$ cat config.mk
export PLATFORM = sky130hd
export DESIGN_NAME = tsc_regbank
export DESIGN_NICKNAME = d
export VERILOG_FILES = /design/src/logic/tsc_pkg.sv /design/src/logic/tsc_regbank.sv /design/src/logic/tsc_serdes.sv
export SDC_FILE = /design/constraint.sdc
export NUM_CORES = 1
export LEC_CHECK = 0
export ABC_AREA = 1
export BUFFER_PORTS_ARGS = -buffer_cell sky130_fd_sc_hd__buf_2
export CORE_AREA = 2 2 119 121
export CTS_BUF_LIST = sky130_fd_sc_hd__clkbuf_4 sky130_fd_sc_hd__clkbuf_8
export DETAILED_ROUTE_END_ITERATION = 7
export DIE_AREA = 0 0 121 123
export HOLD_SLACK_MARGIN = 0.02
export PLACE_DENSITY = 0.58
export RECOVER_POWER = 50
export SYNTH_ARGS = -nofsm -noshare
export SYNTH_HDL_FRONTEND = slang
export SYNTH_SLANG_ARGS = --single-unit
$ cat constraint.sdc
create_clock -name i_clk -period 2 [get_ports i_clk]
set_input_delay 0 -clock i_clk [delete_from_list [all_inputs] [get_ports i_clk]]
set_output_delay 0 -clock i_clk [all_outputs]
set_load 0.01 [all_outputs]
$ cat src/logic/tsc_pkg.sv
/*
  shared constants for the temperature sensor configuration and limit bank:
  register pointers, field positions, reset values, conversion timing.
  assumes nothing beyond a SystemVerilog-2012 compiler.
*/
package tsc_pkg;

  localparam int WORD_W   = 16;
  localparam int PERIOD_W = 28;

  localparam logic [1:0] PTR_TEMP = 2'h0;
  localparam logic [1:0] PTR_CFG  = 2'h1;
  localparam logic [1:0] PTR_LOW  = 2'h2;
  localparam logic [1:0] PTR_HIGH = 2'h3;

  localparam int CFG_IRQ_BIT   = 15;
  localparam int CFG_RATE_HI   = 14;
  localparam int CFG_RATE_LO   = 13;
  localparam int CFG_HHIT_BIT  = 12;
  localparam int CFG_LHIT_BIT  = 11;
  localparam int CFG_LATCH_BIT = 10;
  localparam int CFG_MODE_HI   = 9;
  localparam int CFG_MODE_LO   = 8;
  localparam int CFG_EXT_BIT   = 7;
  localparam int LIM_TAG_BIT   = 3;

  localparam logic [15:0] CFG_RESET  = 16'h0200;
  localparam logic [15:0] LOW_RESET  = 16'hf600;
  localparam logic [15:0] HIGH_RESET = 16'h3c00;
  localparam logic [15:0] LIM_MASK   = 16'hfff8;
  localparam logic [15:0] CFG_MASK   = 16'hff80;

  localparam logic [1:0] MODE_SHUTDOWN = 2'h0;
  localparam logic [1:0] MODE_ONESHOT  = 2'h1;

  localparam int MS_PER_S     = 1000;
  localparam int RATE_0_MS    = 4000;
  localparam int RATE_1_MS    = 1000;
  localparam int RATE_2_MS    = 250;
  localparam int RATE_3_MS    = 125;
  localparam int CLK_HZ_DFLT  = 25000000;

  typedef enum logic [1:0] {
    TSC_IDLE  = 2'b01,
    TSC_SHIFT = 2'b10
  } tsc_state_t;

endpackage

$ cat src/logic/tsc_regbank.sv
/*
  configuration and limit register bank of a temperature sensor, with
  end-of-conversion limit comparison and conversion scheduling.
  assumes command parsing outside: it gives pointer, direction, start and
  bit enables; the conversion engine gives result and done pulse.
*/
`timescale 1ns/10ps
module tsc_regbank #(
  parameter int CLK_HZ = tsc_pkg::CLK_HZ_DFLT
) (
  input  wire logic                       i_clk,
  input  wire logic                       i_sys_rst,
  input  wire logic                       i_acc_start,
  input  wire logic                       i_acc_write,
  input  wire logic [1:0]                 i_acc_ptr,
  input  wire logic                       i_bit_en,
  input  wire logic                       i_bit_in,
  input  wire logic                       i_conv_done,
  input  wire logic [tsc_pkg::WORD_W-1:0] i_conv_result,
  output logic                            o_bit_out,
  output logic                            o_busy,
  output logic                            o_acc_done,
  output logic                            o_irq_enable,
  output logic [1:0]                      o_rate_select,
  output logic [1:0]                      o_mode,
  output logic                            o_ext_range,
  output logic                            o_high_hit,
  output logic                            o_low_hit,
  output logic                            o_conv_start
);
  import tsc_pkg::*;

  logic                irq_en;
  logic [1:0]          rate;
  logic                latch_sel;
  logic [1:0]          mode;
  logic                ext;
  logic                high_hit;
  logic                low_hit;
  logic [WORD_W-1:0]   low_lim;
  logic [WORD_W-1:0]   high_lim;
  logic                acc_wr_q;
  logic [1:0]          acc_ptr_q;
  logic                busy;
  logic                sd_done;
  logic [WORD_W-1:0]   sd_word;
  logic                acc_go;
  logic                rd_clear;
  logic                commit;
  logic [WORD_W-1:0]   cfg_word;
  logic [WORD_W-1:0]   rd_word;
  logic                hit_hi;
  logic                hit_lo;
  logic [PERIOD_W-1:0] per_cnt;
  logic                conv_start;

  // signed compare at the active resolution
  function automatic logic sgt(input logic [WORD_W-1:0] a,
                               input logic [WORD_W-1:0] b,
                               input logic              x);
    if (x) begin
      sgt = $signed(a[15:3]) > $signed(b[15:3]);
    end else begin
      sgt = $signed(a[15:4]) > $signed(b[15:4]);
    end
  endfunction

  function automatic logic [PERIOD_W-1:0] period(input logic [1:0] r);
    unique case (r)
      2'h0: period = PERIOD_W'(CLK_HZ / MS_PER_S * RATE_0_MS - 1);
      2'h1: period = PERIOD_W'(CLK_HZ / MS_PER_S * RATE_1_MS - 1);
      2'h2: period = PERIOD_W'(CLK_HZ / MS_PER_S * RATE_2_MS - 1);
      2'h3: period = PERIOD_W'(CLK_HZ / MS_PER_S * RATE_3_MS - 1);
    endcase
  endfunction

  // reserved bits 6:0 read as zero
  assign cfg_word = {irq_en, rate, high_hit, low_hit, latch_sel, mode, ext,
                     7'h00};

  // pointer decode; limits and result keep bits 2:0 at zero
  always_comb begin
    unique case (i_acc_ptr)
      PTR_TEMP: rd_word = i_conv_result & LIM_MASK;
      PTR_CFG:  rd_word = cfg_word;
      PTR_LOW:  rd_word = low_lim & LIM_MASK;
      PTR_HIGH: rd_word = high_lim & LIM_MASK;
    endcase
  end

  // a start while a transfer runs is ignored
  assign acc_go   = i_acc_start && !busy;
  assign rd_clear = acc_go && !i_acc_write && (i_acc_ptr == PTR_CFG) &&
                    !latch_sel;
  assign commit   = sd_done && acc_wr_q;
  assign hit_hi   = i_conv_done && sgt(i_conv_result, high_lim, ext);
  assign hit_lo   = i_conv_done && sgt(low_lim, i_conv_result, ext);

  tsc_serdes u_serdes (
    .i_clk       (i_clk),
    .i_sys_rst   (i_sys_rst),
    .i_start     (acc_go),
    .i_load_word (rd_word),
    .i_bit_en    (i_bit_en),
    .i_bit_in    (i_bit_in),
    .o_bit_out   (o_bit_out),
    .o_busy      (busy),
    .o_done      (sd_done),
    .o_word      (sd_word)
  );

  always_ff @(posedge i_clk) begin
    if (i_sys_rst) begin
      acc_wr_q  <= 1'b0;
      acc_ptr_q <= PTR_TEMP;
    end else if (acc_go) begin
      acc_wr_q  <= i_acc_write;
      acc_ptr_q <= i_acc_ptr;
    end
  end

  // configuration fields; flags are not writable
  always_ff @(posedge i_clk) begin
    if (i_sys_rst) begin
      irq_en    <= CFG_RESET[CFG_IRQ_BIT];
      rate      <= CFG_RESET[CFG_RATE_HI:CFG_RATE_LO];
      latch_sel <= CFG_RESET[CFG_LATCH_BIT];
      mode      <= CFG_RESET[CFG_MODE_HI:CFG_MODE_LO];
      ext       <= CFG_RESET[CFG_EXT_BIT];
    end else if (commit && acc_ptr_q == PTR_CFG) begin
      irq_en    <= sd_word[CFG_IRQ_BIT];
      rate      <= sd_word[CFG_RATE_HI:CFG_RATE_LO];
      latch_sel <= sd_word[CFG_LATCH_BIT];
      mode      <= sd_word[CFG_MODE_HI:CFG_MODE_LO];
      ext       <= sd_word[CFG_EXT_BIT];
    end
  end

  // set wins over read-clear so a hit in the clear cycle survives
  always_ff @(posedge i_clk) begin
    if (i_sys_rst) begin
      high_hit <= CFG_RESET[CFG_HHIT_BIT];
      low_hit  <= CFG_RESET[CFG_LHIT_BIT];
    end else begin
      high_hit <= hit_hi || (high_hit && !rd_clear);
      low_hit  <= hit_lo || (low_hit && !rd_clear);
    end
  end

  // tag bit kept in normal range; writes to pointer 00 drop silently
  always_ff @(posedge i_clk) begin
    if (i_sys_rst) begin
      low_lim  <= LOW_RESET;
      high_lim <= HIGH_RESET;
    end else if (commit) begin
      if (acc_ptr_q == PTR_LOW) begin
        low_lim <= sd_word & LIM_MASK;
        if (!ext) begin
          low_lim[LIM_TAG_BIT] <= low_lim[LIM_TAG_BIT];
        end
      end
      if (acc_ptr_q == PTR_HIGH) begin
        high_lim <= sd_word & LIM_MASK;
        if (!ext) begin
          high_lim[LIM_TAG_BIT] <= high_lim[LIM_TAG_BIT];
        end
      end
    end
  end

  // continuous pacing; a rate change takes effect at once via >=
  always_ff @(posedge i_clk) begin
    if (i_sys_rst) begin
      per_cnt <= '0;
    end else if (!mode[1] || per_cnt >= period(rate)) begin
      per_cnt <= '0;
    end else begin
      per_cnt <= per_cnt + PERIOD_W'(1);
    end
  end

  always_ff @(posedge i_clk) begin
    if (i_sys_rst) begin
      conv_start <= 1'b0;
    end else begin
      conv_start <= (mode[1] && per_cnt >= period(rate)) ||
                    (commit && acc_ptr_q == PTR_CFG &&
                     sd_word[CFG_MODE_HI:CFG_MODE_LO] == MODE_ONESHOT);
    end
  end

  assign o_busy        = busy;
  assign o_acc_done    = sd_done;
  assign o_irq_enable  = irq_en;
  assign o_rate_select = rate;
  assign o_mode        = mode;
  assign o_ext_range   = ext;
  assign o_high_hit    = high_hit;
  assign o_low_hit     = low_hit;
  assign o_conv_start  = conv_start;
endmodule // tsc_regbank

$ cat src/logic/tsc_serdes.sv
/*
  16-bit serial shifter for register transfers, least significant bit first.
  assumes one bit per i_bit_en pulse and a start only while not busy.
*/
`timescale 1ns/10ps
module tsc_serdes (
  input  wire logic                       i_clk,
  input  wire logic                       i_sys_rst,
  input  wire logic                       i_start,
  input  wire logic [tsc_pkg::WORD_W-1:0] i_load_word,
  input  wire logic                       i_bit_en,
  input  wire logic                       i_bit_in,
  output logic                            o_bit_out,
  output logic                            o_busy,
  output logic                            o_done,
  output logic [tsc_pkg::WORD_W-1:0]      o_word
);
  import tsc_pkg::*;

  localparam int CW = $clog2(WORD_W);
  localparam logic [CW-1:0] LAST = CW'(WORD_W - 1);

  tsc_state_t        state;
  logic [WORD_W-1:0] sh;
  logic [CW-1:0]     cnt;
  logic              done;

  always_ff @(posedge i_clk) begin
    if (i_sys_rst) begin
      state <= TSC_IDLE;
      sh    <= '0;
      cnt   <= '0;
    end else begin
      unique case (state)
        TSC_IDLE: begin
          if (i_start) begin
            sh    <= i_load_word;
            cnt   <= '0;
            state <= TSC_SHIFT;
          end
        end
        TSC_SHIFT: begin
          // lsb leaves first, new bits enter at the top
          if (i_bit_en) begin
            sh  <= {i_bit_in, sh[WORD_W-1:1]};
            cnt <= cnt + CW'(1);
            if (cnt == LAST) begin
              state <= TSC_IDLE;
            end
          end
        end
        default: state <= TSC_IDLE;
      endcase
    end
  end

  always_ff @(posedge i_clk) begin
    if (i_sys_rst) begin
      done <= 1'b0;
    end else begin
      done <= (state == TSC_SHIFT) && i_bit_en && (cnt == LAST);
    end
  end

  assign o_bit_out = sh[0];
  assign o_busy    = (state == TSC_SHIFT);
  assign o_done    = done;
  assign o_word    = sh;

endmodule // tsc_serdes

; Yosys cells after proc, flatten, opt, wreduce, memory -nomap -nowiden
; Cells that the tools add are included.
[classes]
add_sub_neg = 2
magnitude_cmp = 5
eq_ne = 16
muxes = 15
n_reduce_logical = 33
[ops]
columns = operator, n
row1 = case mux 28 bit (4 select lines), 1
row2 = case mux 16 bit (4 select lines), 1
row3 = two-way mux 16 bit, 2
row4 = case mux 16 bit (2 select lines), 1
row5 = "adder 28 x 1 -> 28 bit, second input constant", 1
row6 = greater-or-equal comparator 28 bit, 1
row7 = two-way mux 28 bit, 1
row8 = greater-than comparator 13 bit, 2
row9 = greater-than comparator 12 bit, 2
row10 = "equality test 2 bit, second input constant", 7
row11 = logical AND 1 bit, 14
row12 = AND reduction 3 bit, 4
row13 = "equality test 2 x 1 -> 1 bit, second input constant", 5
row14 = two-way mux 4 bit, 2
row15 = case mux 4 bit (2 select lines), 1
row16 = two-way mux 2 bit, 3
row17 = zero test 1 bit, 5
row18 = "adder 4 x 1 -> 4 bit, second input constant", 1
row19 = "equality test 4 bit, second input constant", 1
row20 = zero test 2 bit, 2
row21 = logical OR 1 bit, 4
row22 = "!= test 2 bit, second input constant", 2
row23 = case mux 2 bit (2 select lines), 1
row24 = AND reduction 2 bit, 2
row25 = other kinds (4), 5
[word_totals]
register_bits = 90
in_bits = 25
output_inout_bits = 12
word_cells = 90

; Depth between registers and ports, before layout
; Gate-level depths: netlist (run 1).
[logic_depth]
ltp_word = 9
depth_mapped = 14
mapped_depth_nobuf = 14

; Modules after synthesis
; A second synthesis (run 1) with hierarchy kept.
[hier_totals]
hier_cells = 813
area_unflattened_um2 = 5607.9
[modules_own_cells]
columns = module, n_inst, cells_per_inst, area_each_um2, seq_area_each_um2
row1 = tsc_regbank, 1, 647, 4521.8, 1341.3
row2 = tsc_serdes, 1, 166, 1086.0, 460.4

; Worst setup path before layout (run 1)
; No wires, ideal clock.
[synth_timing]
path_type = reg2reg
startpoint = register rate[1] (netlist: o_rate_select[1])
endpoint = register per_cnt[10]
setup_time_ns = 0.116
arrival_time_ns = 2.129
required_time_ns = 1.884
setup_slack_ns = -0.244
stages_incl_launch_ff = 14
path_buffers = 1
period_less_slack_ns = 2.244
cell_sequence = dfxtp_1 -> inv_1 -> ha_1 -> ha_1 -> nand2_1 -> a21oi_1 -> nand2_1 -> nand3b_1 -> nand2_1 -> nand2_1 -> a21oi_2 -> nand3_2 -> buf_2 -> nor2_1
[synth_via]
elab_chain_len = 6
word_cells_on_any_way = 9
cone_classes = order compare: 1 / eq/ne: 3 / mux: 2 / reduce/logical: 3
[synth_lines]
columns = item, line_no
row1 = from (decl), tsc_regbank.sv:34  ; logic [1:0] rate;
row2 = from (signal assigned), tsc_regbank.sv:126  ; rate <= CFG_RESET[CFG_RATE_HI:CFG_RATE_LO];
row3 = from (signal assigned), tsc_regbank.sv:132  ; rate <= sd_word[CFG_RATE_HI:CFG_RATE_LO];
row4 = equality test 2 bit (tied with other cells), tsc_regbank.sv:69  ; unique case (r)
row5 = case mux 28 bit (4 select lines) *, tsc_regbank.sv:69
row6 = two-way mux 28 bit *, tsc_regbank.sv:173  ; if (i_sys_rst) begin
row7 = greater-or-equal comparator 28 bit *, tsc_regbank.sv:175  ; end else if (!mode[1] || per_cnt >= period(rate)) begin
row8 = logical OR 1 bit *, tsc_regbank.sv:175
row9 = OR reduction 2 bit (no line) *, --
row10 = to (signal assigned), tsc_regbank.sv:178  ; per_cnt <= per_cnt + PERIOD_W'(1);
row11 = to (decl), tsc_regbank.sv:54  ; logic [PERIOD_W-1:0] per_cnt;
; Every way passes the cells marked *; elsewhere a longest branch is shown, timed or not. The select of a mux whose other input is x is not followed.
; A chain may end at the register's enable or synchronous reset.

; Worst setup path after layout (run 1)
[layout_timing]
startpoint = register rate[1] (netlist: o_rate_select[1])
endpoint = register per_cnt[9]
; Same word-level chain as after synthesis.

==> impl_metrics.json, run 1 <==
{
  "tightest_slew_ns": 0.5842,
  "critPathKind": "flop to flop",
  "cellLeakagePower_nw": 2.882,
  "die_width_um": 121,
  "wire_per_inst_um": 14.40,
  "vdd_drop_max_mv": 0.4051,
  "critical_path.max_fanout": 9,
  "clockRootBuffer": "clkbuf_8",
  "grt_antenna_before_repair": 0,
  "cts_max_level": 3,
  "nNetsFinal": 881,
  "yosys_register_bits": 90,
  "antenna_cells": 0,
  "hold_viol_final": 0,
  "num_rows": 43,
  "detail_route.iter0.violations": 371,
  "grt_usage": 0.1969,
  "arrival_ns": 2.36,
  "cts_tree": "built",
  "start_util": 0.3942,
  "synthCells": 748,
  "coreArea_mm2": 0.01361,
  "final.setup_skew_ns": 0.01640,
  "timing.fmax_mhz": 479.5,
  "remaining_drc_errors": 0,
  "synthToLayoutAreaGrowth_pct": 18.72,
  "slew_viol_final": 0,
  "slew_headroom": 0.6101,
  "synth_seq_area_share": 0.3357,
  "failed_checks": "negative setup slack",
  "setup_viol": 28,
  "cp-end-kind": "flop",
  "cp-start-kind": "flop",
  "numCtsBuffers": 9,
  "clock_latency_ns": 0.38,
  "ys_warn_count": 0,
  "place_hpwl_mm": 10.76,
  "clk_transition_reported_paths_ns": 0.09,
  "syn_area_per_cell_um2": 7.174,
  "drtPass1Iterations": 5,
  "synth_ff_type": "dfxtp_1",
  "grt_start_max_net_pins": 48,
  "clock-sinks": 90,
  "fill_cells": 1350,
  "routed_wl_mm": 14.24,
  "first_global_vias": 4598,
  "netlist_area_mm2": 0.005366,
  "drive_gt1_frac": 0.1582,
  "die-height_um": 123,
  "max_cap_violations": 0,
  "hp-class": "input port to flop",
  "finalSetupTns_ns": -1.882,
  "vias": 5055,
  "cts.path.max_buffers": 2,
  "synth.distinct_cells": 38,
  "p_total_mw": 3.550,
  "setup_slack_ns": -0.08554,
  "syn-num-nets": 824,
  "synth-edff-count": 0,
  "cp_data_required_time_ns": 2.27,
  "antenna_left": 0,
  "overflow": 0,
  "status": "finished, violations left",
  "io_buffers": 33,
  "async_flop_share": 0,
  "grt_setup_unrepaired": "yes",
  "powerDensity_mw_per_mm2": 557.3,
  "fp.dieArea_mm2": 0.01488,
  "gp_congestion": 0.8519,
  "period_needed_ns": 2.086,
  "io_pins": 37,
  "grt_pass1_wl_mm": 23.23,
  "via_per_inst": 5.111,
  "period_share": 1.043
}
[Yosys cell counts, drive strengths merged (4+ instances only)]
cell type	n	area, µm²
a221oi	5	43.79
nor2	80	350.3
o21ai	65	325.3
xnor2	10	87.58
o22ai	8	50.05
nor3	8	56.31
a21oi	75	379.1
xor2	15	131.4
nand3	40	210.2
nor4	4	25.02
o211ai	5	37.54
inv	109	409.1
buf	4	20.02
ha	51	638.1
nand4	13	102.6
dfxtp	90	1802
nand2	136	540.5
clkbuf	16	60.06
[through the flow]
stage,hold slack (ns),instance area [µm²],util,instances,setup slack [ns]
floorplan,0.08078,5396,-,748,-0.006827
global placement,0.3166,5872,0.4314,962,-0.005535
detailed placement,0.3209,5872,0.4314,962,-0.08706
CTS,0.02557,6208,0.4561,987,-0.01471
global route,0.03183,6371,0.4681,989,-0.1940
finish,0.04276,6371,0.4681,989,-0.08554
[layout by cell type (no fill, tap or decap), types with 3 or more instances in the layout]
| cell | n |
|---|---|
| a21oi_1 | 73 |
| a221oi_1 | 5 |
| a31oi_1 | 3 |
| and3_1 | 3 |
| buf_2 | 24 |
| buf_4 | 24 |
| clkbuf_1 | 9 |
| clkbuf_8 | 10 |
| dfxtp_1 | 88 |
| dlygate4sd3_1 | 5 |
| ha_1 | 41 |
| ha_4 | 8 |
| inv_1 | 105 |
| nand2_1 | 127 |
| nand2_2 | 6 |
| nand2_4 | 3 |
| nand3_1 | 38 |
| nand3b_1 | 3 |
| nand4_1 | 11 |
| nor2_1 | 54 |
| nor2_2 | 21 |
| nor2_4 | 5 |
| nor3_1 | 6 |
| nor4_1 | 4 |
| o211ai_1 | 5 |
| o21ai_0 | 62 |
| o21ai_1 | 3 |
| o22ai_1 | 8 |
| xnor2_1 | 10 |
| xor2_1 | 15 |
[state kept, by name (all words and copies together), names as in the netlist, 2 cells and up]
signal,cells
acc_ptr_q,2
high_lim,13
low_lim,13
o_mode,2
o_rate_select,2
per_cnt,28
u_serdes.cnt,4
u_serdes.o_word,16
u_serdes.state,2
[power breakdown]
part,switching (mW),internal [mW]
clock,0.658,0.622
combinational,0.234,0.149
sequential,0.0505,1.84
[worst paths after layout]
path	from	to	slack [ns]	cells past startpoint
hold / removal	i_acc_write	acc_wr_q$_SDFFE_PP0P_	0.04	4
hold reg to reg	low_lim[3]$_SDFFE_PP0P_	low_lim[3]$_SDFFE_PP0P_	0.48	2
setup reg to reg	o_rate_select[1]$_SDFFE_PP0P_	per_cnt[9]$_SDFF_PP0_	-0.09	12
setup / recovery	o_rate_select[1]$_SDFFE_PP0P_	per_cnt[9]$_SDFF_PP0_	-0.09	12
[cell families after synthesis]
family | share of synthesized area
AOI/OAI and AO/OA | 0.1655
buffers and inverters | 0.09186
and+or+nand+nor | 0.2471
adders and majority gates | 0.1189
DFF | 0.3357
xor gates and xnor gates | 0.04080
[timing repair]
item / in CTS / in global routing
endpoints found under the setup margin: 28 / 31
hold endpoints to repair: 7 / 0
gates cloned: 1 / 2
setup buffers: 4 / 0
gates resized for setup: 13 / 31
pin swaps: 3 / 2
hold buffers: 5 / 0
[worst max-delay path: stages (launching register included)]
cell       delay, ns
dfxtp_4         0.39
inv_6           0.08
ha_4            0.16
inv_4           0.05
ha_4            0.26
nand2_2         0.05
nor2_2          0.10
nand3_1         0.09
nor3_2          0.19
nand3b_1        0.18
nand3_4         0.20
clkbuf_16       0.18
nor2_1          0.04
[final cells by class]
type | instances | area, µm² | area share
inverters | 110 | 425.4 | 0.06677
repair buffers | 66 | 465.4 | 0.07306
multi-input cells | 528 | 3248 | 0.5098
clock inverters | 4 | 52.55 | 0.008248
clock buffers | 11 | 145.1 | 0.02278
well taps | 180 | 225.2 | 0.03535
flip-flops and latches | 90 | 1809 | 0.2840
[routing by layer]
layer	track usage	routed length, µm
met1	0.2831	7065
met2	0.3090	6413
met3	0.02629	613
met4	0.05523	150
met5	0	0
Note: power is estimated with default switching activity, not from simulation.
==> run 2, diff against run 1 <==
--- a/config.mk
+++ b/config.mk
@@ -7,12 +7,14 @@
 export LEC_CHECK = 0
 export ABC_AREA = 1
 export BUFFER_PORTS_ARGS = -buffer_cell sky130_fd_sc_hd__buf_2
-export CORE_AREA = 2 2 119 121
+export CELL_PAD_IN_SITES_DETAIL_PLACEMENT = 1
+export CELL_PAD_IN_SITES_GLOBAL_PLACEMENT = 2
+export CORE_AREA = 2 2 131 133
 export CTS_BUF_LIST = sky130_fd_sc_hd__clkbuf_4 sky130_fd_sc_hd__clkbuf_8
 export DETAILED_ROUTE_END_ITERATION = 7
-export DIE_AREA = 0 0 121 123
+export DIE_AREA = 0 0 133 135
 export HOLD_SLACK_MARGIN = 0.02
-export PLACE_DENSITY = 0.58
+export PLACE_DENSITY = 0.78
 export RECOVER_POWER = 50
 export SYNTH_ARGS = -nofsm -noshare
 export SYNTH_HDL_FRONTEND = slang
==> impl_metrics.json, run 2 (synthesis results as in run 1) <==
{
  "place_hpwl_mm": 12.97,
  "failed_checks": "negative setup slack",
  "final.setup_skew_ns": 0.01241,
  "critical_path.max_fanout": 6,
  "met2_usage": 0.3117,
  "routed_wl_mm": 16.76,
  "top_register": "per_cnt",
  "multiInputGateArea_mm2": 0.003386,
  "layout_common_cells": "126 x nand2_1, 103 x inv_1, 87 x dfxtp_1",
  "grt_setup_unrepaired": "yes",
  "clock-sinks": 90,
  "drive_gt1_frac": 0.1803,
  "clockRootBuffer": "clkbuf_8",
  "grt_start_max_net_pins": 39,
  "timing.fmax_mhz": 470.6,
  "io_buffers": 33,
  "cp_data_required_time_ns": 2.28,
  "gp_congestion": 0.7857,
  "cp-end-kind": "flop",
  "status": "finished, violations left",
  "max_cap_violations": 0,
  "cts.path.max_buffers": 2,
  "wire_per_inst_um": 16.10,
  "dp_cells": 1011,
  "via_per_inst": 4.906,
  "numCtsBuffers": 9,
  "critPathKind": "flop to flop",
  "seq_area_mm2": 0.001810,
  "setup_slack_ns": -0.1251,
  "hold_viol_final": 0,
  "grt_antenna_before_repair": 0,
  "largest_reg_flops": 28,
  "antenna_cells": 0,
  "layout_commonest_cell": "nand2_1",
  "vdd_drop_max_mv": 0.4100,
  "grt_pass1_wl_mm": 27.22,
  "powerDensity_mw_per_mm2": 527.8,
  "drtPass1Iterations": 4,
  "stdcell_count": 1041,
  "slew_headroom": 0.5770,
  "die_width_um": 133,
  "cts_tree": "built",
  "remaining_drc_errors": 0,
  "io_pins": 37,
  "hold_start": "i_conv_result[12]",
  "busiest_layer": "met2",
  "place_ws_ns": -0.1403,
  "start_util": 0.3271,
  "use_met1": 0.2656,
  "first_global_vias": 5219,
  "grt_usage": 0.1915,
  "grt.met3_usage": 0.03003,
  "num_rows": 47,
  "clk_transition_reported_paths_ns": 0.10,
  "vias": 5107,
  "synthToLayoutAreaGrowth_pct": 23.64,
  "slew_viol_final": 0,
  "cp-start-kind": "flop",
  "clock_latency_ns": 0.39,
  "detail_route.iter0.violations": 247,
  "placed_cell_area_mm2": 0.005989,
  "arrival_ns": 2.41,
  "die-height_um": 135,
  "overflow": 0,
  "finalSetupTns_ns": -2.738,
  "antenna_left": 0,
  "tightest_slew_ns": 0.6338,
  "coreArea_mm2": 0.01641,
  "cellLeakagePower_nw": 2.943,
  "nNetsFinal": 892,
  "startpoint": "o_rate_select[1]$_SDFFE_PP0P_",
  "fill_cells": 2035,
  "period_share": 1.063,
  "cts_max_level": 3,
  "setup_viol": 28,
  "r2r-start": "o_rate_select[1]$_SDFFE_PP0P_",
  "design_area_mm2": 0.006635,
  "fp.dieArea_mm2": 0.01796,
  "hp-class": "input port to flop",
  "period_needed_ns": 2.125
}
[run 2: changes by cell type in the layout (fill, tap and decap cells not counted), moves of 2 or more]
cell | previous run | this run
nor2_4 | 5 | 16
buf_4 | 24 | 29
ha_4 | 8 | 12
inv_1 | 105 | 103
nand3_2 | 1 | 3
nor2_2 | 21 | 10
nand3_1 | 38 | 36
buf_6 | 1 | 3
inv_6 | 2 | 5
dlygate4sd3_1 | 5 | 8
ha_1 | 41 | 38
[run 2: power breakdown]
| group | internal, mW | switching (mW) |
|---|---|---|
| logic | 0.158 | 0.252 |
| clock network | 0.463 | 0.742 |
| registers | 1.84 | 0.0507 |
| total | 2.46 | 1.04 |
[run 2: through the flow]
step | power (mW) | hold WS [ns] | utilization
3_5_place_dp | 2.304 | 0.2973 | 0.3651
5_1_grt | 3.670 | 0.08093 | 0.4044
4_1_cts | 3.518 | 0.05007 | 0.3875
2_1_floorplan | 2.153 | 0.08078 | -
3_3_place_gp | 2.290 | 0.2949 | 0.3651
6_report | 3.502 | 0.06965 | 0.4044
[run 2: path summary, 6_finish.rpt]
path	endpoint	slack, ns	cells after the start
worst min register to register	low_lim[5]$_SDFFE_PP0P_	0.49	2
worst min-delay path	u_serdes.o_word[12]$_SDFFE_PP0P_	0.07	5
worst max-delay path	per_cnt[6]$_SDFF_PP0_	-0.13	12
worst max register to register	per_cnt[6]$_SDFF_PP0_	-0.13	12
[run 2: area by class of cell]
class / count / share of cell area
clock buffers: 9 / 0.01867
clock inverters: 7 / 0.007920
inverters: 110 / 0.06449
multi-input cells: 528 / 0.5103
flip-flops and latches: 90 / 0.2729
well taps: 220 / 0.04149
repair buffers: 77 / 0.08429
[run 2: metal layers]
metal  vias up  wire (µm)  part of all wire
met3        10        580             0.035
met5         -          0                 0
li1       2603          -                 -
met4         0        176             0.011
met1      2430       8145              0.49
met2        64       7853              0.47
[run 2: repair_timing]
item	in CTS	in global routing
pin swaps	3	8
hold endpoints to repair	11	0
gates resized for setup	19	52
endpoints found under the setup margin	29	30
hold buffers	8	0
setup buffers	3	1
cloned	0	2
[run 2: worst max-delay path, cell delays in order (launching register included)]
cell and delay [ns]:
dfxtp_4 0.42, inv_6 0.06, ha_4 0.18, buf_4 0.15
nand2_1 0.06, nand2_1 0.04, nor2_1 0.15, and3_1 0.21
nand4_1 0.08, nand3b_1 0.23, nand3_4 0.19, clkbuf_16 0.19
nor2_4 0.03
